==> config.mk <==
export PLATFORM = sky130hd
export DESIGN_NAME = rcd_regulator_control
export DESIGN_NICKNAME = d
export VERILOG_FILES = /design/src/verilog/rcd_pkg.sv /design/src/verilog/rcd_regulator_control.sv
export VERILOG_INCLUDE_DIRS = /design/src /design/src/verilog
export SDC_FILE = /design/constraint.sdc
export NUM_CORES = 1
export LEC_CHECK = 0
export ABC_AREA = 1
export BUFFER_PORTS_ARGS = -buffer_cell sky130_fd_sc_hd__buf_2
export CAP_MARGIN = 40
export CORE_MARGIN = 2
export CORE_UTILIZATION = 30
export DETAILED_ROUTE_END_ITERATION = 12
export GPL_TIMING_DRIVEN = 0
export PLACE_DENSITY_LB_ADDON = 0.15
export SLEW_MARGIN = 15
export SYNTH_ARGS = -nofsm -noshare
export SYNTH_HDL_FRONTEND = slang
export SYNTH_SLANG_ARGS = --single-unit
==> constraint.sdc <==
create_clock -name i_sys_clk -period 1.4 [get_ports i_sys_clk]
set_clock_uncertainty 0.15 [all_clocks]
set_input_delay 0 -clock i_sys_clk [delete_from_list [all_inputs] [get_ports i_sys_clk]]
set_output_delay 0 -clock i_sys_clk [all_outputs]
set_load 0.03 [all_outputs]
==> src/verilog/rcd_params.svh <==
// Offsets, field positions and reset values of the regulator control block
`ifndef RCD_PARAMS_SVH
`define RCD_PARAMS_SVH
`define RCD_CTRL_ADDR      8'hC9
`define RCD_CTRL_PAGE      8'h00
`define RCD_IRQ_EN_ADDR    8'hE7
`define RCD_IRQ_PRI_ADDR   8'hF7
`define RCD_BIT_OFF        7
`define RCD_BIT_RSVD       6
`define RCD_BIT_LEVEL      4
`define RCD_BIT_DROPOUT    0
`define RCD_BIT_IRQ        0
`define RCD_CTRL_RESET     8'h50
`define RCD_IRQ_REG_RESET  8'h00
`endif

==> src/verilog/rcd_pkg.sv <==
// Types shared by the regulator control block
package rcd_pkg;
   typedef struct packed {
      logic       wr;
      logic       rd;
      logic [7:0] addr;
      logic [7:0] page;
      logic [7:0] wdata;
   } rcd_sfr_req_s;
   typedef enum logic [1:0] {
      RCD_SEL_NONE = 2'b00,
      RCD_SEL_CTRL = 2'b01,
      RCD_SEL_IRQ_EN  = 2'b10,
      RCD_SEL_IRQ_PRI = 2'b11
   } rcd_sel_e;
endpackage

==> src/verilog/rcd_regulator_control.sv <==
// Regulator control register, dropout status and dropout interrupt request
// Function
// - Regulator enabled after every reset
// - Bit 7 read/write regulator off, resets zero
// - Bit 4 output level select, resets one
// - Bit 6 reserved, always reads one
// - Bit 5 reads zero, writes ignored
// - Bits 3..1 read zero, writes ignored
// - Bit 0 read-only live dropout indicator
// - Hardware clears dropout when condition ends
// - Enabled dropout raises interrupt request
// - No pending flag for dropout interrupt
// - Priority bit 0 of second priority register
// - Control register at 0xC9, page 0x00
`timescale 1ns/1ns
`include "rcd_params.svh"
module rcd_regulator_control
   import rcd_pkg::*;
(
   input  wire logic         i_sys_clk,
   input  wire logic         i_rst,
   input  wire rcd_sfr_req_s i_sfr,
   input  wire logic         i_dropout,
   output logic [7:0]        o_rdata,
   output logic              o_regulator_off,
   output logic              o_output_level_select,
   output logic              o_dropout_irq,
   output logic              o_dropout_irq_priority
);
   logic       regulator_off_q;
   logic       level_q;
   logic       dropout_q;
   logic       irq_en_q;
   logic       irq_pri_q;
   logic [7:0] rdata_q;
   logic       irq_q;
   rcd_sel_e   sel;
   wire        hit_ctrl = (i_sfr.addr == `RCD_CTRL_ADDR) &&
                          (i_sfr.page == `RCD_CTRL_PAGE);
   wire        hit_irq_en = (i_sfr.addr == `RCD_IRQ_EN_ADDR);
   wire        hit_irq_pri = (i_sfr.addr == `RCD_IRQ_PRI_ADDR);
   always_comb begin
      if (hit_ctrl) begin
         sel = RCD_SEL_CTRL;
      end else if (hit_irq_en) begin
         sel = RCD_SEL_IRQ_EN;
      end else if (hit_irq_pri) begin
         sel = RCD_SEL_IRQ_PRI;
      end else begin
         sel = RCD_SEL_NONE;
      end
   end
   wire wr_ctrl = i_sfr.wr && (sel == RCD_SEL_CTRL);
   wire wr_irq_en = i_sfr.wr && (sel == RCD_SEL_IRQ_EN);
   wire wr_irq_pri = i_sfr.wr && (sel == RCD_SEL_IRQ_PRI);
   // Bit 6 is a constant one, bits 5 and 3..1 constant zero
   wire [7:0] ctrl_view = {regulator_off_q, 1'b1, 1'b0, level_q,
                           3'b000, dropout_q};
   wire [7:0] rdata_d = (sel == RCD_SEL_CTRL) ? ctrl_view :
                        (sel == RCD_SEL_IRQ_EN) ? {7'h00, irq_en_q} :
                        (sel == RCD_SEL_IRQ_PRI) ? {7'h00, irq_pri_q} : 8'h00;
   // No pending flag: the request follows status and enable directly
   wire irq_d = dropout_q & irq_en_q;
   always_ff @(posedge i_sys_clk or posedge i_rst) begin
      if (i_rst) begin
         regulator_off_q <= 1'b0;
         level_q         <= 1'b1;
      end else if (wr_ctrl) begin
         regulator_off_q <= i_sfr.wdata[`RCD_BIT_OFF];
         level_q         <= i_sfr.wdata[`RCD_BIT_LEVEL];
      end
   end
   always_ff @(posedge i_sys_clk or posedge i_rst) begin
      if (i_rst) begin
         irq_en_q  <= 1'b0;
         irq_pri_q <= 1'b0;
      end else begin
         if (wr_irq_en) begin
            irq_en_q <= i_sfr.wdata[`RCD_BIT_IRQ];
         end
         if (wr_irq_pri) begin
            irq_pri_q <= i_sfr.wdata[`RCD_BIT_IRQ];
         end
      end
   end
   // Live status; writes cannot touch it, it follows the analog flag
   always_ff @(posedge i_sys_clk or posedge i_rst) begin
      if (i_rst) begin
         dropout_q <= 1'b0;
         irq_q     <= 1'b0;
         rdata_q   <= 8'h00;
      end else begin
         dropout_q <= i_dropout;
         irq_q     <= irq_d;
         rdata_q   <= rdata_d;
      end
   end
   assign o_rdata                = rdata_q;
   assign o_regulator_off        = regulator_off_q;
   assign o_output_level_select  = level_q;
   assign o_dropout_irq          = irq_q;
   assign o_dropout_irq_priority = irq_pri_q;
endmodule

# Word-level counts from Yosys, hierarchy flattened
# Cells that the tools add are included.
dict set report totals {
  ff_bits 14
  in_bits 29
  output_inout_bits 12
}
dict set report op_classes {
  n_eq_ne 6
  n_mux 6
  bitwise 1
  n_reduce_logical 5
}
# cell n
set ops {}
lappend ops {{8-bit == test (second input constant)} 3}
lappend ops {{8-bit logical NOT} 1}
lappend ops {{8-bit two-way mux} 1}
lappend ops {{2-bit two-way mux} 3}
lappend ops {{2-bit == test (second input constant)} 2}
lappend ops {{1-bit logical AND} 4}
lappend ops {{2-bit by 1-bit == test with 1-bit output (second input constant)} 1}
lappend ops {{1-bit two-way mux} 2}
lappend ops {{1-bit bitwise AND} 1}

# Depth between registers and ports, before layout
dict set report logic_depth {
  ltp_word 8
  ltp_mapped 8
}

# Worst setup path before layout
# OpenSTA, ideal clock, no wires.
dict set report synth_path {
  path_type {register -> register}
  startpoint {reg irq_en_q}
  endpoint {reg rdata_q[0], in the netlist o_rdata[0]}
  setup_time_ns 0.122
  t_arrival_ns 0.789
  required_time_ns 1.128
  path_slack_ns 0.338
  stages_incl_launch_ff 4
  path_cell_list {dfrtp_1 > or2_2 > o2111ai_1 > nand2_1}
}
dict set report synth_via {
  elab_chain_len 2
}
# element line_no
set synth_lines {}
lappend synth_lines {{from (decl)} rcd_regulator_control.sv:33} ;# logic irq_en_q;
lappend synth_lines {{from (signal assigned)} rcd_regulator_control.sv:79} ;# irq_en_q <= i_sfr.wdata[`RCD_BIT_IRQ];
lappend synth_lines {{1-bit two-way mux} rcd_regulator_control.sv:60} ;# (sel == RCD_SEL_IRQ_EN) ? {7'h00, irq_en_q} :
lappend synth_lines {{8-bit two-way mux} rcd_regulator_control.sv:59} ;# wire [7:0] rdata_d = (sel == RCD_SEL_CTRL) ? ctrl_view :
lappend synth_lines {{named net rdata_d[0]} rcd_regulator_control.sv:59}
lappend synth_lines {{to (signal assigned)} rcd_regulator_control.sv:95} ;# rdata_q <= rdata_d;
lappend synth_lines {{to (decl)} rcd_regulator_control.sv:35} ;# logic [7:0] rdata_q;
# The timed path passes the listed nets, and every way through them passes these cells.
# A chain may end at the register's enable or synchronous reset.

# Worst setup path after layout
dict set report layout_path {
  startpoint {in i_sfr[25] (netlist name)}
  endpoint {reg regulator_off_q, in the netlist o_regulator_off}
}
dict set report layout_via {
  elab_chain_len 1
}
# element line_no
set layout_lines {}
lappend layout_lines {{from (decl)} rcd_regulator_control.sv:22} ;# input wire rcd_sfr_req_s i_sfr,
lappend layout_lines {{1-bit logical AND} rcd_regulator_control.sv:53} ;# wire wr_ctrl = i_sfr.wr && (sel == RCD_SEL_CTRL);
lappend layout_lines {{to (signal assigned)} rcd_regulator_control.sv:69} ;# regulator_off_q <= i_sfr.wdata[`RCD_BIT_OFF];
lappend layout_lines {{to (decl)} rcd_regulator_control.sv:30} ;# logic regulator_off_q;
# Every way passes these cells.

==> flow_summary.json <==
{
  "ys_ff_latch": 10,
  "clock_pin_slew_on_the_worst_setup_and_hold_paths_ps": 70,
  "crit_top_cell": "dlygate4sd3_1",
  "setup_ws_ps": 34.64,
  "row_count": 15,
  "worstHoldPathCells": 4,
  "status": "finished, violations left",
  "placedCellCount": 132,
  "hold_path_startpoint": "i_sfr[19]",
  "cts.sink_count": 10,
  "antenna_left": 0,
  "grt_overflow": 0,
  "pwr_density_cell_nw_per_um2": 697.3,
  "routed_wire_length_per_instance_um": 8.883,
  "failing_checks": "negative hold slack",
  "drtIter0Drc": 6,
  "worst_vdd_drop_mv": 0.2959,
  "final_critical_delay_including_setup_and_external_delays_ps": 1365,
  "fill_cells": 187,
  "post_synth_main_area_contributors": "dfrtp_1 (39%), nand2_1 (12%), nor2_2 (6.5%), buf_4 (5.2%), inv_1 (5.2%)",
  "synth.avg_cell_area_um2": 7.795,
  "worst-r2r-setup-slack_ps": 290,
  "postRouteWirelength_mm": 1.368,
  "critical_path.reg2reg.endpoint": "o_rdata[0]",
  "timing_max_transition_violations_final": 0,
  "globalplace.congestion": 0.7942,
  "boundaryPins": 41,
  "cp_data_arrival_time_ps": 1370,
  "finalNonFillerCells": 154,
  "synth_top_cell_area_share_pct": 39.05,
  "grt_antenna_before_repair": 0,
  "finish.utilization_pct": 56.24,
  "flow.area_growth_from_synthesis_pct": 72.02,
  "drcViolationCount": 0,
  "start_util_pct": 32.70,
  "layout.area.seq_um2": 251.5,
  "post-place-ws_ps": 288.6,
  "kind_of_critical_path": "in2reg",
  "cts_inserted_buffers": 3,
  "drive_gt1_share_pct": 41.86,
  "vias_per_cell": 4.084,
  "grt_max_degree": 11,
  "design_power_total_uw": 691.9,
  "min_period_over_period_pct": 97.53,
  "final_net_count": 159,
  "vias": 629,
  "timing_hold_violations_final": 3,
  "postSynthCellCount": 74,
  "worst_setup_path_start_kind": "primary input",
  "cts-root-buf": "clkbuf_4",
  "placeableCoreArea_um2": 1764,
  "portBuffers": 30,
  "share_of_synthesized_area_occupied_by_flip_flops_and_latches_pct": 43.60,
  "die_area_um2": 2290,
  "cts_htree_levels": 1,
  "p_leak_nw": 0.5471,
  "post-dp-hpwl_um": 923.2,
  "max-clock-path-buffers": 2,
  "total_routing_resource_utilization_after_global_routing_pct": 14.00,
  "grt_first_pass_wirelength_mm": 2.325,
  "setup_total_negative_slack_ps": 0,
  "cp.required_ps": 1400,
  "cts_setup_buffers": 0,
  "synth.largest_area_cell": "dfrtp_1",
  "cp-startpoint": "i_sfr[25]",
  "synth_area_um2": 576.8,
  "die_width_um": 47.85,
  "r2r_start": "irq_en_q",
  "setup_viol": 0,
  "chain_of_cells_forming_the_critical_path": "dlygate4sd3_1 > buf_6 > nand4_1 > dlygate4sd3_1 > nand2_1",
  "timing.fmax_mhz": 732.4,
  "timing.critical_path.to_type": "flip-flop",
  "hold-path-endpoint": "o_dropout_irq_priority",
  "min_path_type": "in2reg",
  "rsz0062_at_grt": "false",
  "yosys_warnings": 0,
  "die_height_um": 47.85,
  "worstSkewPairLatency_ps": 250,
  "hold_slack_ps": -73.16,
  "critical_path.max_fanout": 7,
  "pre_repair_dr_iteration_count": 4,
  "critical_path.slowest_cell": "dlygate4sd3_1",
  "synth.lib_cells_used.distinct": 17,
  "reg2reg_depth": 3,
  "slowest_delay_ps": 550,
  "cts_tree": "done",
  "antenna-diode-count": 0,
  "maxCapViolations": 0,
  "multi_input_area_um2": 261.5,
  "grt_pass1_vias": 626
}
-- logic make-up (layout without fill, tap and decap cells) --
group	Yosys count	in the layout	share of synthesized area [%]
AO/OA/AOI/OAI	1	1	1.519
buffers and inverters	16	68	13.01
flip-flops	10	10	43.60
other	1	4	0.6501
AND/OR/NAND/NOR	46	46	41.21
-- cell usage after synthesis --
master     instances
nor3_1             3
nand2_1           19
nand3_1            3
dfrtp_1            9
nand4_2            1
o2111ai_1          1
inv_2              4
nor2_2             6
nor2_4             2
nor2_1             6
or2_2              1
buf_4              4
nor3_2             1
dfstp_2            1
conb_1             1
inv_1              8
nand4_1            4
-- state kept, by name, summed over array words and instances, names as in the netlist --
| register | count |
|---|---|
| irq_en_q | 1 |
| o_regulator_off | 1 |
| dropout_q | 1 |
| o_output_level_select | 1 |
| o_rdata | 4 |
| o_dropout_irq | 1 |
| o_dropout_irq_priority | 1 |
-- cell usage in the layout, fill, tap and decap left out, drive strengths merged --
master and instances:
buf 34, nand2 19, dlygate4sd3 18, nor2 14, inv 12, dfrtp 9, nand4 5, conb 4
nor3 4, clkbuf 4, nand3 3, or2 1, o2111ai 1, dfstp 1
-- cell type report --
class | instances | share of cell area [%]
repair buffers | 48 | 33.92
multi-input cells | 51 | 26.36
flip-flops and latches | 10 | 25.35
inverters | 12 | 4.540
clock buffers | 4 | 3.657
well taps | 25 | 3.153
plain buffers | 4 | 3.026
-- timing repair --
item                                    in CTS  in global routing
gates resized for setup                      0                  3
endpoints found under the setup margin       0                  4
hold buffers                                20                  1
endpoints found under the hold margin       19                  1
-- routing by layer --
metal	GRT usage, %	up-vias	wire length [µm]	share of wire [%]
li1	-	332	-	-
met1	14.71	267	541	40
met2	26.93	28	712	52
met3	2.264	2	103	7.5
met4	5.946	0	11	0.80
met5	0	-	0	0
-- worst max-delay path, delay by kind of cell --
| kind | cells | cell delay, ps |
|---|---|---|
| buf+inv | 3 | 1240 |
| simple gates | 2 | 130 |
-- how the worst max path moves through the flow --
stage | to | depth (start not counted)
final | o_regulator_off | 5
after global routing | o_regulator_off | 5
after CTS | o_dropout_irq_priority | 5
after detailed placement | o_rdata[0] | 3
after global placement | o_rdata[0] | 3
after floorplan | o_rdata[0] | 3
-- power breakdown --
group | total (mW) | leakage (nW) | switching [mW] | internal, mW
clock | 0.252 | 0.0210 | 0.0942 | 0.158
sequential | 0.297 | 0.133 | 0.00336 | 0.294
combinational | 0.143 | 0.393 | 0.0702 | 0.0726
-- per-stage QoR --
stage               hold slack [ps]  cell area [µm²]
CTS                           12.56             1006
global route                 -13.45            992.2
detailed placement           -165.3            769.5
finish                       -73.16            992.2
floorplan                    -310.5            588.1
global placement             -161.3            769.5
No activity file was read; power rests on OpenSTA's default activity.
